==> config.mk <==
export PLATFORM = sky130hd
export DESIGN_NAME = ftc_transport_controller
export DESIGN_NICKNAME = d
export VERILOG_FILES = /design/src/ftc_pkg.sv /design/src/ftc_regs_if.sv /design/src/ftc_transport_controller.sv /design/src/ftc_reg_bank.sv
export SDC_FILE = /design/constraint.sdc
export NUM_CORES = 2
export LEC_CHECK = 0
export BUFFER_PORTS_ARGS = -buffer_cell sky130_fd_sc_hd__buf_2
export CORE_AREA = 2 2 345 347
export DETAILED_ROUTE_END_ITERATION = 8
export DIE_AREA = 0 0 347 349
export SETUP_SLACK_MARGIN = 0.2
export SLEW_MARGIN = 20
export SYNTH_ARGS = -nofsm -noshare
export SYNTH_HDL_FRONTEND = slang
export SYNTH_SLANG_ARGS = --single-unit
==> constraint.sdc <==
create_clock -name clk -period 21.3 [get_ports clk]
set_clock_uncertainty 0.05 [all_clocks]
set_input_delay 0 -clock clk [delete_from_list [all_inputs] [get_ports clk]]
set_output_delay 0 -clock clk [all_outputs]
set_load 0.01 [all_outputs]
==> src/ftc_pkg.sv <==
// Purpose: shared constants of the fis transport controller
// Assumes: 32-bit link words, 256-bit memory beats
// Notes: offsets are byte addresses on the axi4-lite port
package ftc_pkg;
	// data path widths
	localparam int WORD_W = 32;
	localparam int DMA_W = 256;
	localparam int WORDS_PER_BEAT = DMA_W / WORD_W;
	localparam int CNT_W = 24;
	localparam int CTRL_CNT_W = 16;
	// register offsets, read meaning / write meaning
	localparam logic [4:0] OFS_TX_BASE = 5'h00;
	localparam logic [4:0] OFS_ERR_ND = 5'h04;
	localparam logic [4:0] OFS_CTRL = 5'h08;
	localparam logic [4:0] OFS_CNT_D = 5'h0C;
	localparam logic [4:0] OFS_VER_ACK = 5'h10;
	localparam logic [31:0] REG_RESET = 32'h0000_0000;
	// control fields
	localparam int CTRL_RESET_BIT = 31;
	localparam int CTRL_START_BIT = 30;
	localparam int CTRL_DATA_BIT = 29;
	// acknowledge fields
	localparam int ACK_C2C_BIT = 31;
	localparam int ACK_P2C_BIT = 30;
	localparam int ACK_TYPE_BIT = 29;
	// receive count fields
	localparam int CNT_TYPE_BIT = 31;
	// axi4 burst shape
	localparam logic [3:0] LAST_BEAT = 4'hF;
	localparam logic [7:0] AXI_LEN = 8'h0F;
	localparam logic [2:0] AXI_SIZE = 3'h5;
	localparam logic [1:0] AXI_INCR = 2'h1;
	localparam logic [31:0] BURST_BYTES = 32'h0000_0200;
	localparam logic [1:0] RESP_OKAY = 2'h0;
	localparam logic [1:0] RESP_SLVERR = 2'h2;
	// fis header
	localparam logic [7:0] FIS_TYPE_DATA = 8'h46;
	localparam logic [31:0] DATA_FIS_HDR = 32'h0000_0046;
endpackage : ftc_pkg

==> src/ftc_regs_if.sv <==
// Purpose: register values between bank and transfer core
// Assumes: single clock domain
// Notes: pulses last one cycle
`timescale 1ns/1ps
`default_nettype none
interface ftc_regs_if;
	logic [31:0] tx_base;
	logic [31:0] nd_base;
	logic [31:0] d_base;
	logic [31:0] ctrl_val;
	logic ctrl_wr;
	logic clr_c2c;
	logic clr_p2c;
	logic clr_type;
	logic [31:0] err_code;
	logic [31:0] version;
	logic rx_type;
	logic [23:0] rx_count;
	modport bank(output tx_base, nd_base, d_base, ctrl_val, ctrl_wr, clr_c2c, clr_p2c,
		clr_type, input err_code, version, rx_type, rx_count);
	modport core(input tx_base, nd_base, d_base, ctrl_val, ctrl_wr, clr_c2c, clr_p2c,
		clr_type, output err_code, version, rx_type, rx_count);
endinterface : ftc_regs_if
`default_nettype wire

==> src/ftc_transport_controller.sv <==
// Purpose: moves fis frames between link core and memory
// Assumes: link core and memory on clk; software aligns bases to 512 bytes
// Notes: one instance per side; only the attached phy differs
`timescale 1ns/1ps
`default_nettype none
module ftc_transport_controller #(parameter int ADDR_W = 8) (
	// clock and reset
	input wire logic clk,
	input wire logic rst,
	// axi4-lite register slave
	input wire logic [ADDR_W-1:0] s_awaddr,
	input wire logic s_awvalid,
	output logic s_awready,
	input wire logic [31:0] s_wdata,
	input wire logic [3:0] s_wstrb,
	input wire logic s_wvalid,
	output logic s_wready,
	output logic [1:0] s_bresp,
	output logic s_bvalid,
	input wire logic s_bready,
	input wire logic [ADDR_W-1:0] s_araddr,
	input wire logic s_arvalid,
	output logic s_arready,
	output logic [31:0] s_rdata,
	output logic [1:0] s_rresp,
	output logic s_rvalid,
	input wire logic s_rready,
	// axi4 memory master
	output logic [31:0] m_araddr,
	output logic [7:0] m_arlen,
	output logic [2:0] m_arsize,
	output logic [1:0] m_arburst,
	output logic m_arvalid,
	input wire logic m_arready,
	input wire logic [ftc_pkg::DMA_W-1:0] m_rdata,
	input wire logic m_rlast,
	input wire logic m_rvalid,
	output logic m_rready,
	output logic [31:0] m_awaddr,
	output logic [7:0] m_awlen,
	output logic [2:0] m_awsize,
	output logic [1:0] m_awburst,
	output logic m_awvalid,
	input wire logic m_awready,
	output logic [ftc_pkg::DMA_W-1:0] m_wdata,
	output logic [ftc_pkg::DMA_W/8-1:0] m_wstrb,
	output logic m_wlast,
	output logic m_wvalid,
	input wire logic m_wready,
	input wire logic [1:0] m_bresp,
	input wire logic m_bvalid,
	output logic m_bready,
	// link core frame ports
	output logic [ftc_pkg::WORD_W-1:0] tx_data,
	output logic tx_sof,
	output logic tx_eof,
	output logic tx_valid,
	input wire logic tx_ready,
	input wire logic [ftc_pkg::WORD_W-1:0] rx_data,
	input wire logic rx_sof,
	input wire logic rx_eof,
	input wire logic rx_valid,
	output logic rx_ready,
	input wire logic [31:0] link_err_code,
	input wire logic [31:0] link_version,
	output logic link_reset,
	// interrupts
	output logic core_to_cpu_irq,
	output logic cpu_to_core_irq
);
	import ftc_pkg::*;
	typedef enum logic [2:0] {T_IDLE, T_HDR, T_AR, T_R, T_W} ftc_tx_t;
	typedef enum logic [1:0] {R_IDLE, R_AW, R_FILL, R_RESP} ftc_rx_t;
	ftc_regs_if cfg();
	ftc_tx_t tx_st;
	ftc_rx_t rx_st;
	logic sreset;
	logic tx_start;
	logic tx_take;
	logic tx_beat_end;
	logic tx_done;
	logic [CTRL_CNT_W-1:0] tx_left;
	logic [CTRL_CNT_W-1:0] tx_left_next;
	logic [DMA_W-1:0] tx_shift;
	logic [2:0] tx_idx;
	logic tx_lastb;
	logic tx_first;
	logic [31:0] tx_addr;
	logic rx_push;
	logic rx_word;
	logic rx_done;
	logic rx_eof_seen;
	logic rx_nondata;
	logic [2:0] rx_idx;
	logic [3:0] rx_beat;
	logic [31:0] rx_addr;
	logic rx_cnt_type_reg;
	logic [CNT_W-1:0] rx_cnt_reg;
	logic [31:0] err_reg;
	ftc_reg_bank #(.ADDR_W(ADDR_W)) u_bank (
		.clk(clk), .rst(rst),
		.s_awaddr(s_awaddr), .s_awvalid(s_awvalid), .s_awready(s_awready),
		.s_wdata(s_wdata), .s_wstrb(s_wstrb), .s_wvalid(s_wvalid), .s_wready(s_wready),
		.s_bresp(s_bresp), .s_bvalid(s_bvalid), .s_bready(s_bready),
		.s_araddr(s_araddr), .s_arvalid(s_arvalid), .s_arready(s_arready),
		.s_rdata(s_rdata), .s_rresp(s_rresp), .s_rvalid(s_rvalid), .s_rready(s_rready),
		.cfg(cfg)
	);
	// status towards the bank; version comes straight from the link core
	assign cfg.err_code = err_reg;
	assign cfg.version = link_version;
	assign cfg.rx_type = rx_cnt_type_reg;
	assign cfg.rx_count = rx_cnt_reg;
	// reset level held while control bit 31 stays set; no bus abort is done
	assign sreset = cfg.ctrl_val[CTRL_RESET_BIT];
	assign link_reset = sreset;
	// fixed burst shape for both directions
	assign m_arlen = AXI_LEN;
	assign m_arsize = AXI_SIZE;
	assign m_arburst = AXI_INCR;
	assign m_awlen = AXI_LEN;
	assign m_awsize = AXI_SIZE;
	assign m_awburst = AXI_INCR;
	assign m_wstrb = '1;
	assign m_wlast = rx_beat == LAST_BEAT;
	// transmit side handshakes
	assign tx_start = tx_st == T_IDLE && cfg.ctrl_wr && cfg.ctrl_val[CTRL_START_BIT] && !sreset;
	assign tx_left_next = tx_left == '0 ? '0 : tx_left - 16'h0001;
	assign tx_take = tx_left == '0 || tx_ready; // empty words of the last beat are dropped
	assign tx_beat_end = tx_idx == 3'h7 || tx_left == '0;
	assign tx_valid = tx_st == T_HDR || (tx_st == T_W && tx_left != '0);
	assign tx_data = tx_shift[WORD_W-1:0];
	assign tx_sof = tx_first;
	assign tx_eof = tx_st == T_HDR ? tx_left == '0 : tx_left == 16'h0001;
	assign m_arvalid = tx_st == T_AR;
	assign m_araddr = tx_addr;
	assign m_rready = tx_st == T_R; // one beat held, memory stalls meanwhile
	assign tx_done = (tx_st == T_HDR && tx_ready && tx_left == '0) ||
		(tx_st == T_W && tx_take && tx_beat_end && tx_lastb && tx_left_next == '0);
	// transmit sequencer: header for data frames only, then bursts unpacked word by word
	always_ff @(posedge clk or posedge rst) begin
		if (rst) begin
			tx_st <= T_IDLE;
			tx_left <= '0;
			tx_shift <= '0;
			tx_idx <= 3'h0;
			tx_lastb <= 1'b0;
			tx_first <= 1'b0;
			tx_addr <= REG_RESET;
		end else if (sreset) begin
			tx_st <= T_IDLE;
			tx_first <= 1'b0;
		end else begin
			unique case (tx_st)
				T_IDLE: if (tx_start) begin
					tx_left <= cfg.ctrl_val[CTRL_CNT_W-1:0];
					tx_addr <= cfg.tx_base;
					tx_first <= 1'b1;
					if (cfg.ctrl_val[CTRL_DATA_BIT]) begin
						tx_shift <= {{(DMA_W-WORD_W){1'b0}}, DATA_FIS_HDR};
						tx_st <= T_HDR;
					end else if (cfg.ctrl_val[CTRL_CNT_W-1:0] != '0) begin
						tx_st <= T_AR;
					end else begin
						tx_first <= 1'b0;
					end
				end
				T_HDR: if (tx_ready) begin
					tx_first <= 1'b0;
					tx_st <= tx_left == '0 ? T_IDLE : T_AR;
				end
				T_AR: if (m_arready) begin
					tx_st <= T_R;
				end
				T_R: if (m_rvalid) begin
					tx_shift <= m_rdata;
					tx_idx <= 3'h0;
					tx_lastb <= m_rlast;
					tx_st <= T_W;
				end
				T_W: if (tx_take) begin
					tx_shift <= tx_shift >> WORD_W;
					tx_idx <= tx_idx + 3'h1;
					tx_left <= tx_left_next;
					if (tx_left != '0) begin
						tx_first <= 1'b0;
					end
					if (tx_beat_end) begin
						if (!tx_lastb) begin
							tx_st <= T_R;
						end else if (tx_left_next == '0) begin
							tx_st <= T_IDLE;
						end else begin
							tx_addr <= tx_addr + BURST_BYTES;
							tx_st <= T_AR;
						end
					end
				end
			endcase
		end
	end
	// receive side handshakes; ready drops while a packed beat waits
	assign rx_ready = rx_st == R_IDLE || (rx_st == R_FILL && !m_wvalid && !rx_eof_seen);
	assign rx_word = rx_valid && rx_ready && !sreset && (rx_st != R_IDLE || rx_sof);
	assign rx_push = rx_word || (rx_st == R_FILL && !m_wvalid && rx_eof_seen);
	assign m_awvalid = rx_st == R_AW;
	assign m_awaddr = rx_addr;
	assign m_bready = rx_st == R_RESP;
	assign rx_done = rx_st == R_RESP && m_bvalid && rx_eof_seen;
	// receive sequencer: classify, pack words, pad the burst out
	always_ff @(posedge clk or posedge rst) begin
		if (rst) begin
			rx_st <= R_IDLE;
			rx_eof_seen <= 1'b0;
			rx_nondata <= 1'b0;
			rx_idx <= 3'h0;
			rx_beat <= 4'h0;
			rx_addr <= REG_RESET;
			m_wdata <= '0;
			m_wvalid <= 1'b0;
		end else if (sreset) begin
			rx_st <= R_IDLE;
			rx_idx <= 3'h0; // a cut frame must not leave the packer mid-beat
			m_wvalid <= 1'b0;
		end else begin
			if (rx_push) begin
				m_wdata <= {(rx_word ? rx_data : 32'h0000_0000), m_wdata[DMA_W-1:WORD_W]};
				rx_idx <= rx_idx + 3'h1;
				m_wvalid <= rx_idx == 3'h7;
			end else if (m_wvalid && m_wready) begin
				m_wvalid <= 1'b0;
			end
			unique case (rx_st)
				R_IDLE: if (rx_word) begin
					rx_nondata <= rx_data[7:0] != FIS_TYPE_DATA;
					rx_addr <= rx_data[7:0] == FIS_TYPE_DATA ? cfg.d_base : cfg.nd_base;
					rx_eof_seen <= rx_eof;
					rx_beat <= 4'h0;
					rx_st <= R_AW;
				end
				R_AW: if (m_awready) begin
					rx_st <= R_FILL;
				end
				R_FILL: begin
					if (rx_word && rx_eof) begin
						rx_eof_seen <= 1'b1;
					end
					if (m_wvalid && m_wready) begin
						rx_beat <= rx_beat + 4'h1;
						if (m_wlast) begin
							rx_st <= R_RESP;
						end
					end
				end
				R_RESP: if (m_bvalid) begin
					rx_st <= rx_eof_seen ? R_IDLE : R_AW;
					if (!rx_eof_seen) begin
						rx_addr <= rx_addr + BURST_BYTES;
					end
				end
			endcase
		end
	end
	// status and interrupts; a new event wins over a clear in the same cycle
	always_ff @(posedge clk or posedge rst) begin
		if (rst) begin
			rx_cnt_reg <= '0;
			rx_cnt_type_reg <= 1'b0;
			err_reg <= REG_RESET;
			core_to_cpu_irq <= 1'b0;
			cpu_to_core_irq <= 1'b0;
		end else begin
			rx_cnt_reg <= (cfg.ctrl_wr ? '0 : rx_cnt_reg) + CNT_W'(rx_word);
			if (rx_done) begin
				rx_cnt_type_reg <= rx_nondata;
			end else if (cfg.clr_type) begin
				rx_cnt_type_reg <= 1'b0;
			end
			if (tx_done || rx_done) begin
				err_reg <= link_err_code;
			end
			if (rx_done) begin
				core_to_cpu_irq <= 1'b1;
			end else if (cfg.clr_c2c) begin
				core_to_cpu_irq <= 1'b0;
			end
			if (tx_done) begin
				cpu_to_core_irq <= 1'b1;
			end else if (cfg.clr_p2c) begin
				cpu_to_core_irq <= 1'b0;
			end
		end
	end
	a_hdr_first: assert property (@(posedge clk) disable iff (rst)
		tx_start && cfg.ctrl_val[CTRL_DATA_BIT] |=> tx_valid && tx_sof && tx_data == DATA_FIS_HDR)
		else $error("data header not sent first");
	a_ar_hold: assert property (@(posedge clk) disable iff (rst || sreset)
		m_arvalid && !m_arready |=> m_arvalid && $stable(m_araddr)) else $error("ar dropped");
	// the beat counter must wrap exactly at the sixteenth beat and stop the data phase
	a_wlast_beat: assert property (@(posedge clk) disable iff (rst || sreset)
		m_wvalid && m_wready && m_wlast |=> rx_beat == 4'h0 && rx_st == R_RESP && !m_wvalid)
		else $error("burst not 16 beats");
	a_count_clear: assert property (@(posedge clk) disable iff (rst)
		cfg.ctrl_wr && !rx_word |=> rx_cnt_reg == '0) else $error("count not cleared");
	a_rx_irq: assert property (@(posedge clk) disable iff (rst)
		rx_done |=> core_to_cpu_irq && rx_cnt_type_reg == $past(rx_nondata))
		else $error("reception completion not flagged");
	a_tx_irq_clear: assert property (@(posedge clk) disable iff (rst)
		cfg.clr_p2c && !tx_done |=> !cpu_to_core_irq) else $error("irq not cleared");
	a_err_capture: assert property (@(posedge clk) disable iff (rst)
		tx_done |=> err_reg == $past(link_err_code)) else $error("error code missed");
	a_soft_reset: assert property (@(posedge clk) disable iff (rst)
		sreset ##1 sreset |-> !m_arvalid && !tx_valid && !m_awvalid) else $error("not held");
	// a stalled beat must not be overwritten by a newly packed word
	a_rx_stall: assert property (@(posedge clk) disable iff (rst || sreset)
		m_wvalid && !m_wready |=> m_wvalid && $stable(m_wdata))
		else $error("word taken over full beat");
endmodule : ftc_transport_controller
`default_nettype wire

==> src/ftc_reg_bank.sv <==
// Purpose: axi4-lite slave holding the controller registers
// Assumes: address and data of a write arrive together
// Notes: same offset reads status, writes setup
`timescale 1ns/1ps
`default_nettype none
module ftc_reg_bank #(parameter int ADDR_W = 8) (
	// clock and reset
	input wire logic clk,
	input wire logic rst,
	// axi4-lite slave
	input wire logic [ADDR_W-1:0] s_awaddr,
	input wire logic s_awvalid,
	output logic s_awready,
	input wire logic [31:0] s_wdata,
	input wire logic [3:0] s_wstrb,
	input wire logic s_wvalid,
	output logic s_wready,
	output logic [1:0] s_bresp,
	output logic s_bvalid,
	input wire logic s_bready,
	input wire logic [ADDR_W-1:0] s_araddr,
	input wire logic s_arvalid,
	output logic s_arready,
	output logic [31:0] s_rdata,
	output logic [1:0] s_rresp,
	output logic s_rvalid,
	input wire logic s_rready,
	// register values
	ftc_regs_if.bank cfg
);
	import ftc_pkg::*;
	logic wr_go;
	logic rd_go;
	logic wr_hit;
	logic [4:0] wofs;
	logic [4:0] rofs;
	logic [31:0] wmask;
	if (ADDR_W < 5) begin : g_bad_width
		$error("ADDR_W too small for the register map");
	end
	// one write per response; stalls until bresp is taken
	assign wr_go = s_awvalid && s_wvalid && !s_bvalid;
	assign s_awready = wr_go;
	assign s_wready = wr_go;
	assign rd_go = s_arvalid && !s_rvalid;
	assign s_arready = rd_go;
	assign wofs = s_awaddr[4:0];
	assign rofs = s_araddr[4:0];
	assign wr_hit = (s_awaddr >> 5) == '0 && wofs[1:0] == 2'h0 && wofs <= OFS_VER_ACK;
	assign wmask = {{8{s_wstrb[3]}}, {8{s_wstrb[2]}}, {8{s_wstrb[1]}}, {8{s_wstrb[0]}}};
	// setup registers, byte lanes honoured
	always_ff @(posedge clk or posedge rst) begin
		if (rst) begin
			cfg.tx_base <= REG_RESET;
			cfg.nd_base <= REG_RESET;
			cfg.d_base <= REG_RESET;
			cfg.ctrl_val <= REG_RESET;
		end else if (wr_go && wr_hit) begin
			unique case (wofs)
				OFS_TX_BASE: cfg.tx_base <= (cfg.tx_base & ~wmask) | (s_wdata & wmask);
				OFS_ERR_ND: cfg.nd_base <= (cfg.nd_base & ~wmask) | (s_wdata & wmask);
				OFS_CTRL: cfg.ctrl_val <= (cfg.ctrl_val & ~wmask) | (s_wdata & wmask);
				OFS_CNT_D: cfg.d_base <= (cfg.d_base & ~wmask) | (s_wdata & wmask);
				default: ;
			endcase
		end
	end
	// command pulses, aligned with the stored control value
	always_ff @(posedge clk or posedge rst) begin
		if (rst) begin
			cfg.ctrl_wr <= 1'b0;
			cfg.clr_c2c <= 1'b0;
			cfg.clr_p2c <= 1'b0;
			cfg.clr_type <= 1'b0;
		end else begin
			cfg.ctrl_wr <= wr_go && wr_hit && wofs == OFS_CTRL;
			cfg.clr_c2c <= wr_go && wr_hit && wofs == OFS_VER_ACK && s_wdata[ACK_C2C_BIT];
			cfg.clr_p2c <= wr_go && wr_hit && wofs == OFS_VER_ACK && s_wdata[ACK_P2C_BIT];
			cfg.clr_type <= wr_go && wr_hit && wofs == OFS_VER_ACK && s_wdata[ACK_TYPE_BIT];
		end
	end
	// write response
	always_ff @(posedge clk or posedge rst) begin
		if (rst) begin
			s_bvalid <= 1'b0;
			s_bresp <= RESP_OKAY;
		end else if (wr_go) begin
			s_bvalid <= 1'b1;
			s_bresp <= wr_hit ? RESP_OKAY : RESP_SLVERR;
		end else if (s_bready) begin
			s_bvalid <= 1'b0;
		end
	end
	// read data; write-only offsets answer slverr with zero
	always_ff @(posedge clk or posedge rst) begin
		if (rst) begin
			s_rvalid <= 1'b0;
			s_rdata <= REG_RESET;
			s_rresp <= RESP_OKAY;
		end else if (rd_go) begin
			s_rvalid <= 1'b1;
			s_rresp <= RESP_OKAY;
			s_rdata <= REG_RESET;
			if ((s_araddr >> 5) != '0) begin
				s_rresp <= RESP_SLVERR;
			end else begin
				unique case (rofs)
					OFS_ERR_ND: s_rdata <= cfg.err_code;
					OFS_CNT_D: s_rdata <= {cfg.rx_type, 7'h00, cfg.rx_count};
					OFS_VER_ACK: s_rdata <= cfg.version;
					default: s_rresp <= RESP_SLVERR;
				endcase
			end
		end else if (s_rready) begin
			s_rvalid <= 1'b0;
		end
	end
	a_bresp_hold: assert property (@(posedge clk) disable iff (rst)
		s_bvalid && !s_bready |=> s_bvalid && $stable(s_bresp)) else $error("bresp dropped");
endmodule : ftc_reg_bank
`default_nettype wire

==> results.ini <==
[detailed_routing]
drt_iter0_markers = 2885
viasPerCell = 4.977
drc_errors = 0
wl_per_cell_um = 19.18
dr.pass1.iters = 6
via_count = 32450
ant_nets = 0
routed_wl_mm = 125.0

[final_layout]
stdcell_area_um2 = 49870
fin_util = 0.4246
fillers = 11210
drive_above_1_share = 0.2473
layout.area.seq_um2 = 20670
area_delta_synth_final_pct = 35.83
nets = 5321
final_cells = 6520
multi_input_area_um2 = 14400

[logic_synthesis]
yosys_register_bits = 826
netlist.area_leader.share = 0.5630
synthFlopType = dfrtp_1
synth-seq-area-share = 0.5630
synth_edf_count = 0
yosysWarnings = 0
synth.avg_cell_area_um2 = 9.923
yosys-top-cells-area = dfrtp_1, nand2_1, a22oi_1
synthArstFlopShare = 1.000
syn_area_um2 = 36720
synthTopCellsByCount = nand2_1, dfrtp_1, a22oi_1, o21ai_1, clkbuf_1
synth_cells = 3700
yosysTopAreaCell = dfrtp_1
ys_types = 76
synth_most_common_cell = nand2_1

[worst_setup_path]
r2r_end = tx_shift[46]
crit_top_cell = buf_4
slowest_stage = buf_4
max_stage_delay_ps = 800
crit_path_start = rst
path_class = input port to asynchronous set/reset pin
required_ps = 21920
end_kind = asynchronous set/reset pin
r2r-start = tx_st[2]
cp.arrival_ps = 5760
crit_path_end = cpu_to_core_irq
crit_chain = dlygate4sd3_1, buf_2, dlygate4sd3_1, clkinvlp_4, buf_4, buf_4, buf_4, buf_4, buf_4
r2r_slack_ps = 16340
reg2regPathDepth = 8
crit_path_start_kind = input port
critPathMaxFanout = 68

[pwr]
powerDensity_nw_per_um2 = 122.9
peakVddDrop_v = 0.00007225
power_leakage_nw = 24.61
finalPower_mw = 6.127

[global_route]
grt_max_degree = 247
globalRouteTotalUtil = 0.1992
grt_overflow = 0
antenna_found_initial = 26
first_global_vias = 31660
grt_pass1_wl_mm = 190.2

[sta]
fin_setup_tns_ps = 0
tightest_slew_ps = 1169
setup_viol = 0
rsz0062_at_grt = false
fin_crit_ps = 5145
max_slew_margin = 0.2207
report.final.slew_viol_count = 0
finalHoldViolations = 0
fmax_ghz = 0.1944
fin_crit_sh = 0.2416

[place]
placed_cell_area_um2 = 41550
dpl.hpwl_mm = 83.72
io_buffers = 824
place_inst = 5813
routabilityCongestion = 0.8534

[clocking]
cts_tree = built
cts_buffers = 94
clock_sinks = 826
postCtsSetupRepairBufs = 0
ctsHoldBuffers = 509
clock_latency_ps = 670
cts.path.max_buffers = 3
h-tree-depth = 3
clkTransAtPathRegs_ps = 60
root_buffer = clkbuf_16
cts_resized = 0

[floorplanning]
die_h_um = 349
rows = 126
start_util = 0.3126
boundaryPins = 887
fp.dieW_um = 347
die-area_um2 = 121100
coreArea_um2 = 117500

[outcome]
status = completed

[worst_hold_path]
min_path_type = input port to flop

[run]
drv_cap = 0

## stage by stage
| step | setup slack, ps | hold WS (ps) |
|---|---|---|
| 6_report | 16150 | 69.98 |
| 5_1_grt | 15440 | 27.24 |
| 4_1_cts | 16010 | 0.7458 |
| 3_5_place_dp | 16390 | 115.7 |
| 3_3_place_gp | 16390 | 118.2 |
| 2_1_floorplan | 9906 | 46.45 |
## logic make-up after synthesis
| family | count (synthesis) | share of synthesized area |
|---|---|---|
| DFF | 826 | 0.5630 |
| other | 2 | 0.0002045 |
| AOI/OAI and AO/OA | 824 | 0.1429 |
| xor gates and xnor gates | 23 | 0.005487 |
| adders and majority gates | 16 | 0.005453 |
| and+or+nand+nor | 1417 | 0.1609 |
| buffers and inverters | 370 | 0.05306 |
| muxes | 222 | 0.06901 |
## layer usage
layer,up-vias,part of all wire,global-route usage
met5,-,0.000080,0
met3,273,0.060,0.03694
met1,15930,0.42,0.2596
met4,2,0.039,0.08660
met2,1194,0.48,0.3236
li1,15060,-,-
## worst min-delay path by stage
stage / startpoint / endpoint / slack (ps) / depth (start not counted)
2_1_floorplan: s_bready / u_bank.s_bvalid / 50 / 1
3_3_place_gp: rst / m_wdata[39] / 120 / 2
3_5_place_dp: rst / m_wdata[7] / 120 / 2
4_1_cts: rx_eof / rx_eof_seen / 0.7 / 4
5_1_grt: link_err_code[1] / cfg.err_code[1] / 30 / 3
6_report: link_err_code[1] / cfg.err_code[1] / 70 / 3
## layout by cell type (no fill, tap or decap), drive strengths merged, types with 28 or more instances in the layout
cell type	count
clkbuf	138
a22o	40
nor2	67
buf	860
a21oi	61
inv	32
nand3	39
dlygate4sd3	509
dfrtp	826
mux2	195
conb	60
a22oi	258
o21ai	357
nand2	1140
nor4	28
## area by class of cell
| class | count | share of cell area |
|---|---|---|
| Tap cell | 1536 | 0.03854 |
| Timing Repair Buffer | 1369 | 0.1916 |
| Sequential cell | 826 | 0.4145 |
| Clock buffer | 138 | 0.05492 |
| Multi-Input combinational cell | 2562 | 0.2888 |
| Clock inverter | 34 | 0.008104 |
| Antenna cell | 26 | 0.001305 |
| Inverter | 29 | 0.002258 |
## where the power goes
group	leakage, nW	switching, mW	internal (mW)
Clock	1.54	0.684	0.967
Combinational	12.0	1.23	0.725
Sequential	11.1	0.423	2.10
## critical path: cells and delay by family
family | cells | cell delay [ps]
buffers and inverters | 9 | 5500
Note: power is estimated with default switching activity, not from simulation.
